===== src/hw/bt_params.svh =====
`ifndef BT_PARAMS_SVH
`define BT_PARAMS_SVH

// ****************************************
// Register byte offsets
// ****************************************
`define BT_OFS_CONTROL_ONE 8'h00
`define BT_OFS_CONTROL_TWO 8'h04
`define BT_OFS_IRQ_DMA_ENABLE 8'h0c
`define BT_OFS_STATUS_FLAGS 8'h10
`define BT_OFS_EVENT_GENERATION 8'h14
`define BT_OFS_COUNT_VALUE 8'h24
`define BT_OFS_CLOCK_DIVIDER 8'h28
`define BT_OFS_RELOAD_VALUE 8'h2c

// ****************************************
// Field positions
// ****************************************
`define BT_BIT_RELOAD_BUFFER 7
`define BT_BIT_SINGLE_SHOT 3
`define BT_BIT_SOURCE_SELECT 2
`define BT_BIT_UPDATE_DISABLE 1
`define BT_BIT_COUNT_ENABLE 0
`define BT_MSEL_LSB 4
`define BT_MSEL_MSB 6
`define BT_BIT_DMA_ENABLE 8
`define BT_BIT_IRQ_ENABLE 0
`define BT_BIT_UPDATE_FLAG 0
`define BT_BIT_SW_UPDATE 0

// ****************************************
// Master output codes and reset values
// ****************************************
`define BT_MSEL_SW_UPDATE 3'h0
`define BT_MSEL_ENABLE 3'h1
`define BT_MSEL_UPDATE 3'h2
`define BT_RESET_HALF 16'h0000
`define BT_RESET_MSEL 3'h0

`endif


===== src/hw/bt_pkg.sv =====
package bt_pkg;

    // Control register one fields
    typedef struct packed {
        logic reload_buffer_enable;
        logic single_shot_select;
        logic update_source_select;
        logic update_disable;
        logic count_enable_bit;
    } bt_ctrl_t;

    // Register bus request
    typedef struct packed {
        logic [7:0] addr;
        logic [31:0] wdata;
        logic wr;
        logic rd;
    } bt_bus_t;

endpackage


===== src/hw/bt_timer.sv =====
// Strobed register access was chosen for this implementation.
`timescale 1ns/1ns
`include "bt_params.svh"

module bt_timer (
    input wire logic I_SYS_CLK,
    input wire logic I_RSTN,
    input wire logic [7:0] I_ADDR,
    input wire logic [31:0] I_WDATA,
    input wire logic I_WR,
    input wire logic I_RD,
    output logic [31:0] O_RDATA,
    input wire logic I_DBG_HALT,
    input wire logic I_DEBUG_FREEZE_SELECT,
    input wire logic I_SLAVE_UPDATE,
    output logic O_UPDATE_IRQ,
    output logic O_UPDATE_DMA,
    output logic O_TRIGGER_OUTPUT
);

    // ****************************************
    // Declarations
    // ****************************************
    bt_pkg::bt_bus_t bus;
    bt_pkg::bt_ctrl_t ctrl;
    bt_pkg::bt_ctrl_t next_ctrl;
    logic [2:0] master_output_select;
    logic [2:0] next_master_output_select;
    logic update_dma_enable;
    logic next_update_dma_enable;
    logic update_irq_enable;
    logic next_update_irq_enable;
    logic update_flag;
    logic next_update_flag;
    logic [15:0] divider_value;
    logic [15:0] next_divider_value;
    logic [15:0] reload_value;
    logic [15:0] next_reload_value;
    logic [15:0] reload_shadow;
    logic [15:0] next_reload_shadow;
    logic [15:0] divider_active;
    logic [15:0] next_divider_active;
    logic [15:0] divider_count;
    logic [15:0] next_divider_count;
    logic [15:0] count_value;
    logic [15:0] next_count_value;
    logic internal_count_enable;
    logic next_internal_count_enable;
    logic [31:0] rdata;
    logic [31:0] next_rdata;
    logic dma_pulse;
    logic next_dma_pulse;
    logic trigger;
    logic next_trigger;
    logic [15:0] reload_active;
    logic running;
    logic counter_tick;
    logic overflow;
    logic sw_update_request;
    logic restart;
    logic update_event;
    logic flag_event;
    logic wr_ctrl1;
    logic wr_count;

    // ****************************************
    // Bus decode
    // ****************************************
    // Gather bus signals and decode write targets
    always_comb begin
        bus.addr = I_ADDR;
        bus.wdata = I_WDATA;
        bus.wr = I_WR;
        bus.rd = I_RD;
        wr_ctrl1 = bus.wr && (bus.addr == `BT_OFS_CONTROL_ONE);
        wr_count = bus.wr && (bus.addr == `BT_OFS_COUNT_VALUE);
        sw_update_request = bus.wr && (bus.addr == `BT_OFS_EVENT_GENERATION)
                            && bus.wdata[`BT_BIT_SW_UPDATE];
    end

    // ****************************************
    // Time base
    // ****************************************
    // Tick, overflow and update event conditions
    always_comb begin
        reload_active = ctrl.reload_buffer_enable ? reload_shadow : reload_value;
        running = internal_count_enable
                  && !(I_DBG_HALT && I_DEBUG_FREEZE_SELECT);
        counter_tick = running && (divider_count == divider_active);
        overflow = counter_tick && (reload_active != 16'h0000)
                   && (count_value == reload_active);
        restart = sw_update_request || I_SLAVE_UPDATE;
        update_event = !ctrl.update_disable && (overflow || restart);
        flag_event = update_event
                     && (overflow || !ctrl.update_source_select);
    end

    // Next values of prescaler and counter
    always_comb begin
        // A single shot update also drops the live enable, so the count rests at zero
        next_internal_count_enable = ctrl.count_enable_bit
                                     && !(update_event && ctrl.single_shot_select);
        next_divider_count = divider_count;
        next_count_value = count_value;
        next_divider_active = divider_active;
        next_reload_shadow = reload_shadow;
        if (running) begin
            next_divider_count = counter_tick ? 16'h0000 : divider_count + 16'h0001;
        end
        if (counter_tick && (reload_active != 16'h0000)) begin
            next_count_value = overflow ? 16'h0000 : count_value + 16'h0001;
        end
        if (restart) begin
            next_count_value = 16'h0000;
            next_divider_count = 16'h0000;
        end
        if (wr_count) begin
            next_count_value = bus.wdata[15:0];
        end
        if (update_event) begin
            next_divider_active = divider_value;
            next_reload_shadow = reload_value;
        end
    end

    // Time base registers
    always_ff @(posedge I_SYS_CLK) begin
        if (!I_RSTN) begin
            internal_count_enable <= 1'b0;
            divider_count <= `BT_RESET_HALF;
            count_value <= `BT_RESET_HALF;
            divider_active <= `BT_RESET_HALF;
            reload_shadow <= `BT_RESET_HALF;
        end else begin
            internal_count_enable <= next_internal_count_enable;
            divider_count <= next_divider_count;
            count_value <= next_count_value;
            divider_active <= next_divider_active;
            reload_shadow <= next_reload_shadow;
        end
    end

    // ****************************************
    // Software registers
    // ****************************************
    // Next values of control, enable and flag registers
    always_comb begin
        next_ctrl = ctrl;
        next_master_output_select = master_output_select;
        next_update_dma_enable = update_dma_enable;
        next_update_irq_enable = update_irq_enable;
        next_update_flag = update_flag;
        next_divider_value = divider_value;
        next_reload_value = reload_value;
        if (wr_ctrl1) begin
            next_ctrl.reload_buffer_enable = bus.wdata[`BT_BIT_RELOAD_BUFFER];
            next_ctrl.single_shot_select = bus.wdata[`BT_BIT_SINGLE_SHOT];
            next_ctrl.update_source_select = bus.wdata[`BT_BIT_SOURCE_SELECT];
            next_ctrl.update_disable = bus.wdata[`BT_BIT_UPDATE_DISABLE];
            next_ctrl.count_enable_bit = bus.wdata[`BT_BIT_COUNT_ENABLE];
        end
        if (update_event && ctrl.single_shot_select) begin
            next_ctrl.count_enable_bit = 1'b0;
        end
        if (bus.wr && (bus.addr == `BT_OFS_CONTROL_TWO)) begin
            next_master_output_select = bus.wdata[`BT_MSEL_MSB:`BT_MSEL_LSB];
        end
        if (bus.wr && (bus.addr == `BT_OFS_IRQ_DMA_ENABLE)) begin
            next_update_dma_enable = bus.wdata[`BT_BIT_DMA_ENABLE];
            next_update_irq_enable = bus.wdata[`BT_BIT_IRQ_ENABLE];
        end
        if (bus.wr && (bus.addr == `BT_OFS_STATUS_FLAGS)
            && !bus.wdata[`BT_BIT_UPDATE_FLAG]) begin
            next_update_flag = 1'b0;
        end
        if (flag_event) begin
            next_update_flag = 1'b1;
        end
        if (bus.wr && (bus.addr == `BT_OFS_CLOCK_DIVIDER)) begin
            next_divider_value = bus.wdata[15:0];
        end
        if (bus.wr && (bus.addr == `BT_OFS_RELOAD_VALUE)) begin
            next_reload_value = bus.wdata[15:0];
        end
    end

    // Software register storage
    always_ff @(posedge I_SYS_CLK) begin
        if (!I_RSTN) begin
            ctrl <= '0;
            master_output_select <= `BT_RESET_MSEL;
            update_dma_enable <= 1'b0;
            update_irq_enable <= 1'b0;
            update_flag <= 1'b0;
            divider_value <= `BT_RESET_HALF;
            reload_value <= `BT_RESET_HALF;
        end else begin
            ctrl <= next_ctrl;
            master_output_select <= next_master_output_select;
            update_dma_enable <= next_update_dma_enable;
            update_irq_enable <= next_update_irq_enable;
            update_flag <= next_update_flag;
            divider_value <= next_divider_value;
            reload_value <= next_reload_value;
        end
    end

    // ****************************************
    // Read data and outputs
    // ****************************************
    // Read mux, trigger select and DMA pulse
    always_comb begin
        next_rdata = 32'h0000_0000;
        if (bus.rd) begin
            case (bus.addr)
                `BT_OFS_CONTROL_ONE: begin
                    next_rdata[`BT_BIT_RELOAD_BUFFER] = ctrl.reload_buffer_enable;
                    next_rdata[`BT_BIT_SINGLE_SHOT] = ctrl.single_shot_select;
                    next_rdata[`BT_BIT_SOURCE_SELECT] = ctrl.update_source_select;
                    next_rdata[`BT_BIT_UPDATE_DISABLE] = ctrl.update_disable;
                    next_rdata[`BT_BIT_COUNT_ENABLE] = ctrl.count_enable_bit;
                end
                `BT_OFS_CONTROL_TWO: begin
                    next_rdata[`BT_MSEL_MSB:`BT_MSEL_LSB] = master_output_select;
                end
                `BT_OFS_IRQ_DMA_ENABLE: begin
                    next_rdata[`BT_BIT_DMA_ENABLE] = update_dma_enable;
                    next_rdata[`BT_BIT_IRQ_ENABLE] = update_irq_enable;
                end
                `BT_OFS_STATUS_FLAGS: begin
                    next_rdata[`BT_BIT_UPDATE_FLAG] = update_flag;
                end
                `BT_OFS_COUNT_VALUE: begin
                    next_rdata[15:0] = count_value;
                end
                `BT_OFS_CLOCK_DIVIDER: begin
                    next_rdata[15:0] = divider_value;
                end
                `BT_OFS_RELOAD_VALUE: begin
                    next_rdata[15:0] = reload_value;
                end
                default: begin
                    next_rdata = 32'h0000_0000;
                end
            endcase
        end
        next_dma_pulse = flag_event && update_dma_enable;
        case (master_output_select)
            `BT_MSEL_SW_UPDATE: next_trigger = sw_update_request;
            `BT_MSEL_ENABLE: next_trigger = internal_count_enable;
            `BT_MSEL_UPDATE: next_trigger = update_event;
            default: next_trigger = 1'b0;
        endcase
    end

    // Output registers
    always_ff @(posedge I_SYS_CLK) begin
        if (!I_RSTN) begin
            rdata <= 32'h0000_0000;
            dma_pulse <= 1'b0;
            trigger <= 1'b0;
        end else begin
            rdata <= next_rdata;
            dma_pulse <= next_dma_pulse;
            trigger <= next_trigger;
        end
    end

    // Port drive
    assign O_RDATA = rdata;
    assign O_UPDATE_DMA = dma_pulse;
    assign O_TRIGGER_OUTPUT = trigger;
    assign O_UPDATE_IRQ = update_flag && update_irq_enable;

    // ****************************************
    // Assertions
    // ****************************************
    a_enable_delay: assert property (@(posedge I_SYS_CLK) disable iff (!I_RSTN)
        $rose(ctrl.count_enable_bit) && !(update_event && ctrl.single_shot_select)
        |-> !internal_count_enable ##1 internal_count_enable)
        else $error("count enable not one cycle late");

    a_single_shot_stop: assert property (@(posedge I_SYS_CLK) disable iff (!I_RSTN)
        update_event && ctrl.single_shot_select |=> !ctrl.count_enable_bit)
        else $error("single shot did not stop");

    a_flag_sets: assert property (@(posedge I_SYS_CLK) disable iff (!I_RSTN)
        flag_event |=> update_flag)
        else $error("update flag not set");

    a_flag_no_sw: assert property (@(posedge I_SYS_CLK) disable iff (!I_RSTN)
        !update_flag && sw_update_request && !overflow && !I_SLAVE_UPDATE
        && ctrl.update_source_select |=> !update_flag)
        else $error("flag set despite source select");

    a_restart_zero: assert property (@(posedge I_SYS_CLK) disable iff (!I_RSTN)
        restart && !wr_count |=> count_value == 16'h0000 && divider_count == 16'h0000)
        else $error("restart did not clear counters");

    a_disable_holds: assert property (@(posedge I_SYS_CLK) disable iff (!I_RSTN)
        ctrl.update_disable |=> $stable(divider_active) && $stable(reload_shadow))
        else $error("shadow changed with update disabled");

    a_zero_reload: assert property (@(posedge I_SYS_CLK) disable iff (!I_RSTN)
        reload_active == 16'h0000 && !wr_count && !restart |=> $stable(count_value))
        else $error("counter moved with zero reload");

    a_wrap_zero: assert property (@(posedge I_SYS_CLK) disable iff (!I_RSTN)
        overflow && !wr_count |=> count_value == 16'h0000)
        else $error("counter did not wrap");

    a_irq_gated: assert property (@(posedge I_SYS_CLK) disable iff (!I_RSTN)
        flag_event && update_irq_enable && !bus.wr |=> O_UPDATE_IRQ)
        else $error("interrupt missed pending update");

    a_dma_gated: assert property (@(posedge I_SYS_CLK) disable iff (!I_RSTN)
        O_UPDATE_DMA |-> $past(update_dma_enable) && $past(flag_event))
        else $error("DMA request without cause");

    a_trig_update: assert property (@(posedge I_SYS_CLK) disable iff (!I_RSTN)
        master_output_select == `BT_MSEL_UPDATE && update_event |=> O_TRIGGER_OUTPUT)
        else $error("trigger missed update");

    a_rsvd_zero: assert property (@(posedge I_SYS_CLK) disable iff (!I_RSTN)
        1'b1 |=> O_RDATA[31:16] == 16'h0000 && ($past(bus.rd) || O_RDATA == 32'h0000_0000))
        else $error("read data nonzero outside its cycle");

    a_flag_holds: assert property (@(posedge I_SYS_CLK) disable iff (!I_RSTN)
        update_flag && !(bus.wr && (bus.addr == `BT_OFS_STATUS_FLAGS)) |=> update_flag)
        else $error("update flag lost");

    a_flag_clears: assert property (@(posedge I_SYS_CLK) disable iff (!I_RSTN)
        bus.wr && (bus.addr == `BT_OFS_STATUS_FLAGS) && !bus.wdata[`BT_BIT_UPDATE_FLAG]
        && !flag_event |=> !update_flag)
        else $error("update flag not cleared");

    a_divider_load: assert property (@(posedge I_SYS_CLK) disable iff (!I_RSTN)
        update_event |=> divider_active == $past(divider_value))
        else $error("divider not loaded on update");

    a_shadow_load: assert property (@(posedge I_SYS_CLK) disable iff (!I_RSTN)
        update_event |=> reload_shadow == $past(reload_value))
        else $error("reload shadow not loaded on update");

    a_count_step: assert property (@(posedge I_SYS_CLK) disable iff (!I_RSTN)
        counter_tick && !overflow && (reload_active != 16'h0000) && !restart && !wr_count
        |=> count_value == $past(count_value) + 16'h0001)
        else $error("counter did not step by one");

    a_freeze_stop: assert property (@(posedge I_SYS_CLK) disable iff (!I_RSTN)
        I_DBG_HALT && I_DEBUG_FREEZE_SELECT && !restart && !wr_count
        |=> $stable(count_value) && $stable(divider_count))
        else $error("counter moved while frozen");

    a_trig_enable: assert property (@(posedge I_SYS_CLK) disable iff (!I_RSTN)
        master_output_select == `BT_MSEL_ENABLE |=> O_TRIGGER_OUTPUT == $past(internal_count_enable))
        else $error("trigger does not follow count enable");

endmodule


===== config.mk =====
export PLATFORM = sky130hd
export DESIGN_NAME = bt_timer
export DESIGN_NICKNAME = d
export VERILOG_FILES = /design/src/hw/bt_pkg.sv /design/src/hw/bt_timer.sv
export VERILOG_INCLUDE_DIRS = /design/src /design/src/hw
export SDC_FILE = /design/constraint.sdc
export NUM_CORES = 1
export LEC_CHECK = 0
export BUFFER_PORTS_ARGS = -buffer_cell sky130_fd_sc_hd__buf_2
export CAP_MARGIN = 0
export CORE_MARGIN = 5
export CORE_UTILIZATION = 50
export DETAILED_ROUTE_END_ITERATION = 8
export GPL_TIMING_DRIVEN = 0
export PLACE_DENSITY = 0.71
export SKIP_CTS_REPAIR_TIMING = 1
export SYNTH_ARGS = -nofsm -noshare
export SYNTH_HDL_FRONTEND = slang
export SYNTH_SLANG_ARGS = --single-unit

===== constraint.sdc =====
create_clock -name I_SYS_CLK -period 4.7 [get_ports I_SYS_CLK]
set_clock_uncertainty 0.2 [all_clocks]
set_input_delay 0.94 -clock I_SYS_CLK [delete_from_list [all_inputs] [get_ports I_SYS_CLK]]
set_output_delay 0.94 -clock I_SYS_CLK [all_outputs]
set_load 0.1 [all_outputs]

==> metrics.cfg, run 1 <==
[setup_path]
critical_path_class = flop to flop
slowest_stage = nand4_1
worstPathMaxFanout = 10
cp.required_ns = 4.77
worstPathArrival_ns = 3.52
path_delay_family = simple AND/OR/NAND/NOR gates
critPathCaptureType = flop
cpPeakStageDelay_ns = 0.66
crit_chain = buf_2 -> mux2i_1 -> xnor2_1 -> nor4_1 -> nand4_1 -> clkbuf_1 -> a32oi_1 -> a31oi_1
path_buf_inv = 2
start_kind = flop

[die]
rows = 43
core_area_um2 = 14000
io_pins = 82
die_h_um = 130
die_w_um = 130
die-area_um2 = 16800
initial_utilization = 0.513

[clock_tree]
cts_buffers = 17
clockRootBuffer = clkbuf_16
cts.sinks = 126
cts_max_level = 4
clk_latency_ns = 0.42
max-clock-path-buffers = 2
cts_tree = built
path_clk_slew_ns = 0.06

[drt]
wl_per_cell_um = 21.2
drtAntennaViolNets = 0
drt_pass1_iterations = 5
via_count = 7354
first_iter_violations = 952
drt_wl_total_mm = 24.0
viasPerCell = 6.51
drc = 0

[logic_synthesis]
synth_area_um2 = 7170
postSynthCellCount = 857
ys_warn_count = 0
synth-seq-area-share = 0.352
synth_cell_types = 57
synth_flop_cell = dfxtp_1
synth_area_per_cell_um2 = 8.37
synth_edf_count = 0
async_flop_share = 0
synth-seq-cells = 126

[timing]
period_share = 0.733
finalSetupViolations = 0
slew_violations = 0
tightest_slew_ns = 1.10
tns_ns = 0
max_slew_margin = 0.259
rsz0062_at_grt = no
fmax_ghz = 0.290
finalHoldViolations = 0
fin_crit_ns = 3.44

[grt]
grt_util_met2 = 0.428
grt_antenna_before_repair = 0
grt_pass1_wl_mm = 38.4
overflow = 0
groute.usage.overall = 0.294
grt_max_degree = 17
grt_pass1_vias = 6969
met1_usage = 0.401
grt_use_met3 = 0.0761
busiest_layer = met2

[run]
maxCapViolCount = 0

[pwr]
seq_power_share = 0.417
p_switching_uw = 622
power_density_nw_per_um2 = 311
switching_share = 0.242
leakage_uw = 0.00314
clkPwrFrac = 0.510
combPwrFrac = 0.073
peakVddDrop_mv = 0.354
p_int_uw = 1950

[cells_and_area]
area_growth_pct = 15.4
most-common-layout-cells = 126 x dfxtp_1, 100 x nand3_1, 76 x nor2_1, 64 x clkbuf_1, 59 x buf_2
final_area_um2 = 8270
final_common_cell = dfxtp_1
antenna_cells = 0
postLayoutCoreUtil = 0.591
nNetsFinal = 988
layout-drive-gt1-share = 0.139

[hold_path]
hp-class = flop to flop

[placement]
place_area_um2 = 7690
dp_hpwl_mm = 17.4
io_buffers = 48
gp_congestion = 0.990

[outcome]
status = completed

## per-stage QoR
step           worst slack (ns)  std cells  total power, µW  hold slack [ns]
2_1_floorplan              1.65        872             1220            0.224
3_3_place_gp              0.970       1100             1280            0.249
3_5_place_dp              0.981       1100             1280            0.252
4_1_cts                    1.41       1129             2570            0.261
5_1_grt                    1.10       1129             2630            0.290
6_report                   1.26       1129             2570            0.276
## Yosys cell counts (4+ instances only)
master     count  area, µm²
or4_1          9       67.6
and3_1         5       31.3
nor3_1        13       65.1
a31oi_1       17        106
nor2b_1        4       25.0
a22oi_1       15        113
xnor2_1       30        263
buf_2         11       55.1
nand3_1      100        500
nand4_1       20        125
nand2_1       56        210
o2111ai_1     32        280
nand2b_1       6       37.5
and4_1         4       35.0
buf_4         18        135
o21ai_0        7       35.0
a32oi_1       36        315
xor2_1        21        184
nor4_1        12       75.1
dfxtp_1      126       2520
clkbuf_1      63        236
mux2i_1       46        460
a21oi_1       26        130
nor2_1        76        285
nor3b_1       34        255
mux2_2        16        180
inv_1          6       22.5
## power groups by stage
stage	registers, µW	logic (µW)	clock network, µW
6_report	1070	188	1310
5_1_grt	1070	197	1370
4_1_cts	1070	182	1320
3_5_place_dp	1090	181	0
3_3_place_gp	1090	181	0
2_1_floorplan	1090	126	0
## flip-flops by register name, indices dropped and copies added, names as in the netlist
name and cells:
reload_shadow 16, master_output_select 3, count_value 16, O_TRIGGER_OUTPUT 1, update_flag 1, divider_active 16
update_irq_enable 1, ctrl 5, O_RDATA 16, reload_value 16, divider_count 16, update_dma_enable 1
internal_count_enable 1, divider_value 16, O_UPDATE_DMA 1
## cell type report
class | instances | area [µm²]
Inverter | 7 | 26.3
Clock buffer | 23 | 498
Multi-Input combinational cell | 644 | 4230
Clock inverter | 6 | 83.8
Timing Repair Buffer | 48 | 240
Tap cell | 180 | 225
Sequential cell | 126 | 2520
Buffer | 95 | 445
Fill cell | 1274 | 5720
## cells by family (layout without fill, tap and decap cells)
group	after synthesis	count (layout)	synth area share
compound gates	154	154	0.161
xor+xnor	51	51	0.0623
mux	62	62	0.0894
flops	126	126	0.352
buf+inv	102	179	0.0658
other cells	1	16	0.000523
simple gates	359	359	0.266
fa+ha+maj	2	2	0.00349
## final timing paths
kind	endpoint	slack [ns]	cells past startpoint	start
worst max-delay path	count_value[3]	1.26	8	ctrl[4]
worst min-delay path	ctrl[3]	0.28	2	ctrl[3]
worst max register to register	count_value[3]	1.26	8	ctrl[4]
worst min register to register	ctrl[3]	0.28	2	ctrl[3]
## metal layers
layer  share of wire  vias up  wire length [µm]
li1                -     3350                 -
met1            0.41     3440              9740
met2            0.44      479             10400
met3            0.11       85              2600
met4           0.049        0              1190
met5               0        -                 0
## worst register-to-register path, delay by kind of cell, from the launching register on
family                 cells  cell delay (ns)
buffers and inverters      2             0.81
XOR/XNOR                   1             0.13
flip-flops                 1             0.37
multiplexers               1             0.41
AND/OR/NAND/NOR            2             1.00
AO/OA/AOI/OAI              2             0.37
Power figures use the tool's default switching activity.
==> run 2: changes to the inputs <==
- PLACE_DENSITY: 0.71 -> 0.74
- clock period: 4.7 -> 3.1 ns (I/O delays scaled with it)
==> run 2 against run 1 <==
Worst hold slack got worse by 0.00082 ns. Design area grew 0.33%. Final cell count up 0.35%. Wire length decreased by 0.71%. Die area unchanged. Critical endpoint is now count_value[8].
==> metrics.cfg, run 2 (synthesis gave the netlist of run 1 again) <==
[outcome]
status = completed  ; unchanged

[grt]
grt_max_degree = 17  ; unchanged
grt_pass1_wl_mm = 37.5  ; was 38.4 mm
groute.usage.overall = 0.287  ; was 0.294
grt_pass1_vias = 7092  ; was 6,969
overflow = 0  ; unchanged
grt_antenna_before_repair = 0  ; unchanged

[drt]
drtAntennaViolNets = 0  ; unchanged
viasPerCell = 6.49  ; was 6.51
drt_pass1_iterations = 6  ; was 5
drt_wl_total_mm = 23.8  ; was 24.0 mm
via_count = 7353  ; was 7,354
wl_per_cell_um = 21.0  ; was 21.2 µm
wl_met1_mm = 9.66  ; was 9.74 mm
wl_met3_mm = 2.41  ; was 2.60 mm
met2WireLength_mm = 10.3  ; was 10.4 mm
drc = 0  ; unchanged
maxUsedRoutingLayer = met4  ; unchanged
first_iter_violations = 1000  ; was 952

[setup_path]
worstPathMaxFanout = 10  ; unchanged
crit_chain = xor2_1 -> or4_1 -> nor3_2 -> nand3_1 -> buf_2 -> buf_2 -> nand3_1 -> a31oi_1  ; was buf_2 -> mux2i_1 -> xnor2_1 -> nor4_1 -> nand4_1 -> clkbuf_1 -> a32oi_1 -> a31oi_1
regToRegSetupSlack_ns = 0.15  ; was 1.26 ns
slowest_stage = or4_1  ; was nand4_1
critPathCaptureType = flop  ; unchanged
cp.required_ns = 3.18  ; was 4.77 ns
cpPeakStageDelay_ns = 0.54  ; was 0.66 ns
start_kind = flop  ; unchanged
worstPathArrival_ns = 3.03  ; was 3.52 ns
critical_path_class = flop to flop  ; unchanged

[placement]
gp_congestion = 0.996  ; was 0.990
io_buffers = 48  ; unchanged
dp_hpwl_mm = 17.2  ; was 17.4 mm
pre_cts_slack_ns = -0.254  ; was 0.981 ns
place_area_um2 = 7690  ; unchanged

[pwr]
p_int_uw = 2940  ; was 1950 µW
peakVddDrop_mv = 0.354  ; about the same
switching_share = 0.243  ; was 0.242
p_switching_uw = 944  ; was 622 µW
fin_total_pwr_uw = 3880  ; was 2570 µW
leakage_uw = 0.00315  ; was 0.00314 µW
seq_power_share = 0.419  ; was 0.417
power_density_nw_per_um2 = 468  ; was 311 nW/µm²
combPwrFrac = 0.073  ; about the same
clkPwrFrac = 0.508  ; was 0.510

[timing]
max_slew_margin = 0.162  ; was 0.259
finalHoldViolations = 0  ; unchanged
tightest_slew_ns = 1.25  ; was 1.10 ns
holdWs_ns = 0.275  ; was 0.276 ns
slew_violations = 0  ; unchanged
rsz0062_at_grt = no  ; unchanged
period_share = 0.951  ; was 0.733
finalWorstSetupSlack_ns = 0.151  ; was 1.26 ns
finalSetupViolations = 0  ; unchanged
fin_crit_ns = 2.95  ; was 3.44 ns
fmax_ghz = 0.339  ; was 0.290 GHz

[cells_and_area]
nNetsFinal = 990  ; was 988
area_growth_pct = 15.8  ; was 15.4%
final_area_um2 = 8300  ; was 8270 µm²
layout-drive-gt1-share = 0.144  ; was 0.139
antenna_cells = 0  ; unchanged
fill_cells = 1261  ; was 1,274
final_common_cell = dfxtp_1  ; unchanged
most-common-layout-cells = 126 x dfxtp_1, 100 x nand3_1, 76 x nor2_1, 64 x clkbuf_1, 58 x buf_2  ; was 126 x dfxtp_1, 100 x nand3_1, 76 x nor2_1, 64 x clkbuf_1, 59 x buf_2

[die]
rows = 43  ; unchanged
die_h_um = 130  ; unchanged
io_pins = 82  ; unchanged
die-area_um2 = 16800  ; unchanged
die_w_um = 130  ; unchanged
initial_utilization = 0.513  ; unchanged
core_area_um2 = 14000  ; unchanged

[clock_tree]
path_clk_slew_ns = 0.06  ; about the same
cts.sinks = 126  ; unchanged
max-clock-path-buffers = 2  ; unchanged
cts_tree = built  ; unchanged
cts_buffers = 17  ; unchanged
clockRootBuffer = clkbuf_16  ; unchanged
cts_max_level = 4  ; unchanged
clk_latency_ns = 0.42  ; about the same

[hold_path]
hp-class = flop to flop  ; unchanged

[run]
maxCapViolCount = 0  ; unchanged

==> run 2: worst paths after layout <==
check                                        from        endpoint  cells past startpoint
worst max-delay path            divider_count[11]  count_value[8]                      8
worst min-delay path                      ctrl[3]         ctrl[3]                      2
worst max register to register  divider_count[11]  count_value[8]                      8
worst min register to register            ctrl[3]         ctrl[3]                      2
==> run 2: power by group through the flow <==
stage | clock (µW) | sequential (µW) | combinational, µW
after floorplan | 0 | 1660 | 191
after detailed placement | 0 | 1660 | 274
after global placement | 0 | 1660 | 273
after global routing | 2050 | 1620 | 296
after CTS | 1970 | 1620 | 275
final | 1970 | 1620 | 285
==> run 2: layer usage <==
layer / vias up / GRT usage
met4: 0 / 0.167
met5: - / 0
met2: 450 / 0.425
li1: 3357 / -
met3: 105 / 0.0810
met1: 3441 / 0.374
==> run 2: area by class of cell <==
| type | instances | area (µm²) | share of cell area |
|---|---|---|---|
| flip-flops and latches | 126 | 2520 | 0.304 |
| inverters | 7 | 26.3 | 0.00317 |
| clock inverters | 7 | 85.1 | 0.0103 |
| multi-input cells | 644 | 4240 | 0.511 |
| repair buffers | 50 | 255 | 0.0308 |
| well taps | 180 | 225 | 0.0271 |
| clock buffers | 24 | 492 | 0.0592 |
| plain buffers | 95 | 450 | 0.0543 |
==> run 2: critical path: cells and delay by family (launching register included) <==
family          cells  cell delay [ns]
buf+inv             2             0.53
xor+xnor            1             0.20
compound gates      1             0.11
flops               1             0.35
simple gates        4             1.41
==> run 2: stage by stage <==
step                cells  TNS (ns)   util
finish               1133         0  0.593
global route         1133         0  0.593
CTS                  1131     -1.85  0.591
detailed placement   1100     -8.41  0.550
global placement     1100     -8.19  0.550
floorplan             872         0      -
==> run 3: changes to the inputs <==
- PLACE_DENSITY: 0.74 -> 0.73
==> run 3 against run 2 <==
Setup slack worse by 0.098 ns. Critical path depth unchanged. Combinational power about the same. Final cell count about the same. Global-route usage down 0.27 points. Clock power fell by 6%. Worst hold slack better by 0.0012 ns. Design area decreased by 0.30%. Non-clock buffer count did not move. Utilization decreased by 0.18 points. Largest cell class unchanged.
==> metrics.cfg, run 3 (synthesis gave the netlist of run 1 again) <==
[grt]
grt_pass1_vias = 6946  ; was 7,092
grt_pass1_wl_mm = 37.4  ; was 37.5 mm
grt_max_degree = 17  ; unchanged
grt_antenna_before_repair = 0  ; unchanged
groute.usage.overall = 0.284  ; was 0.287
overflow = 0  ; unchanged

[pwr]
peakVddDrop_mv = 0.379  ; was 0.354 mV
leakage_uw = 0.00313  ; was 0.00315 µW
power_density_nw_per_um2 = 455  ; was 468 nW/µm²

[drt]
wl_met3_mm = 2.52  ; was 2.41 mm
drtAntennaViolNets = 0  ; unchanged
drt_pass1_iterations = 6  ; unchanged
via_count = 7412  ; was 7,353
first_iter_violations = 898  ; was 1,000
wl_met1_mm = 9.66  ; about the same
viasPerCell = 6.54  ; was 6.49
maxUsedRoutingLayer = met4  ; unchanged
drt_wl_total_mm = 23.7  ; was 23.8 mm
wl_per_cell_um = 20.9  ; was 21.0 µm
drc = 0  ; unchanged
met2WireLength_mm = 10.3  ; about the same

[die]
die-area_um2 = 16800  ; unchanged
rows = 43  ; unchanged
core_area_um2 = 14000  ; unchanged
die_w_um = 130  ; unchanged
die_h_um = 130  ; unchanged
io_pins = 82  ; unchanged
initial_utilization = 0.513  ; unchanged

[placement]
gp_congestion = 0.988  ; was 0.996
io_buffers = 48  ; unchanged
place_area_um2 = 7690  ; unchanged
dp_hpwl_mm = 17.1  ; was 17.2 mm
pre_cts_slack_ns = -0.285  ; was -0.254 ns

[outcome]
status = completed  ; unchanged

[clock_tree]
path_clk_slew_ns = 0.05  ; was 0.06 ns
clk_latency_ns = 0.42  ; about the same
cts.sinks = 126  ; unchanged
cts_max_level = 4  ; unchanged
max-clock-path-buffers = 2  ; unchanged
cts_buffers = 17  ; unchanged
clockRootBuffer = clkbuf_16  ; unchanged
cts_tree = built  ; unchanged

[setup_path]
cp-startpoint = reload_shadow[15]  ; was divider_count[11]
start_kind = flop  ; unchanged
worstPathMaxFanout = 10  ; unchanged
r2r_start = reload_shadow[15]  ; was divider_count[11]
cp.required_ns = 3.24  ; was 3.18 ns
worstPathArrival_ns = 3.19  ; was 3.03 ns
critical_path_class = flop to flop  ; unchanged
critPathCaptureType = flop  ; unchanged

[cells_and_area]
layout-drive-gt1-share = 0.140  ; was 0.144
final_common_cell = dfxtp_1  ; unchanged
most-common-layout-cells = 126 x dfxtp_1, 100 x nand3_1, 76 x nor2_1, 67 x clkbuf_1, 58 x buf_2  ; was 126 x dfxtp_1, 100 x nand3_1, 76 x nor2_1, 64 x clkbuf_1, 58 x buf_2
final_area_um2 = 8280  ; was 8300 µm²
antenna_cells = 0  ; unchanged
area_growth_pct = 15.4  ; was 15.8%
nNetsFinal = 990  ; unchanged

[timing]
fmax_ghz = 0.328  ; was 0.339 GHz
tightest_slew_ns = 1.20  ; was 1.25 ns
finalHoldViolations = 0  ; unchanged
finalSetupViolations = 0  ; unchanged
slew_violations = 0  ; unchanged
fin_crit_ns = 3.05  ; was 2.95 ns
period_share = 0.983  ; was 0.951
max_slew_margin = 0.194  ; was 0.162
finalWorstSetupSlack_ns = 0.0529  ; was 0.151 ns

[run]
maxCapViolCount = 0  ; unchanged

[hold_path]
min_from = ctrl[2]  ; was ctrl[3]
hp-class = flop to flop  ; unchanged

## run 3: changes by cell type in the layout (fill, tap and decap cells not counted), moves of 2 or more
cell | before | now
bufinv_16 | 2 | 0
clkbuf_1 | 64 | 67
clkbuf_8 | 4 | 6
clkinv_2 | 5 | 2
## run 3: path summary, 6_finish.rpt
check / to / slack [ns] / cells after the start
setup / recovery: count_value[2] / 0.05 / 8
hold / removal: ctrl[2] / 0.28 / 2
setup reg to reg: count_value[2] / 0.05 / 8
hold reg to reg: ctrl[2] / 0.28 / 2
## run 3: final cells by class
class,count,area [µm²]
Buffer,95,449
Clock buffer,28,527
Timing Repair Buffer,50,255
Sequential cell,126,2520
Fill cell,1306,5710
Clock inverter,4,26.3
Tap cell,180,225
Multi-Input combinational cell,644,4240
Inverter,7,26.3
## run 3: critical path, stage by stage, from the launching register on
cell and delay (ns):
dfxtp_1 0.35, or4b_2 0.67, o22ai_1 0.17, o21ai_0 0.35, nand3_1 0.29, buf_2 0.32
buf_2 0.31, nand3_1 0.12, a31oi_1 0.17
## run 3: where the power goes
| part | leakage [µW] | switching (µW) | total [µW] | internal (µW) |
|---|---|---|---|---|
| Clock | 0.000271 | 711 | 1860 | 1150 |
| Combinational | 0.00185 | 226 | 285 | 58.3 |
| Sequential | 0.00101 | 2.19 | 1620 | 1620 |
| Total | 0.00313 | 940 | 3770 | 2830 |
## run 3: per-layer routing
layer / global-route usage / vias to the layer above
met3: 0.0741 / 90
li1: - / 3337
met2: 0.423 / 482
met4: 0.139 / 0
met5: 0 / -
met1: 0.384 / 3503
## run 3: through the flow
step                hold slack, ns  instances  TNS, ns  total power, µW   util
floorplan                    0.224        872        0             1850      -
global placement             0.252       1100    -9.40             1930  0.550
detailed placement           0.266       1100    -9.80             1930  0.550
CTS                          0.273       1132    -1.18             3760  0.589
global route                 0.284       1134  -0.0125             3870  0.592
finish                       0.276       1134        0             3770  0.592
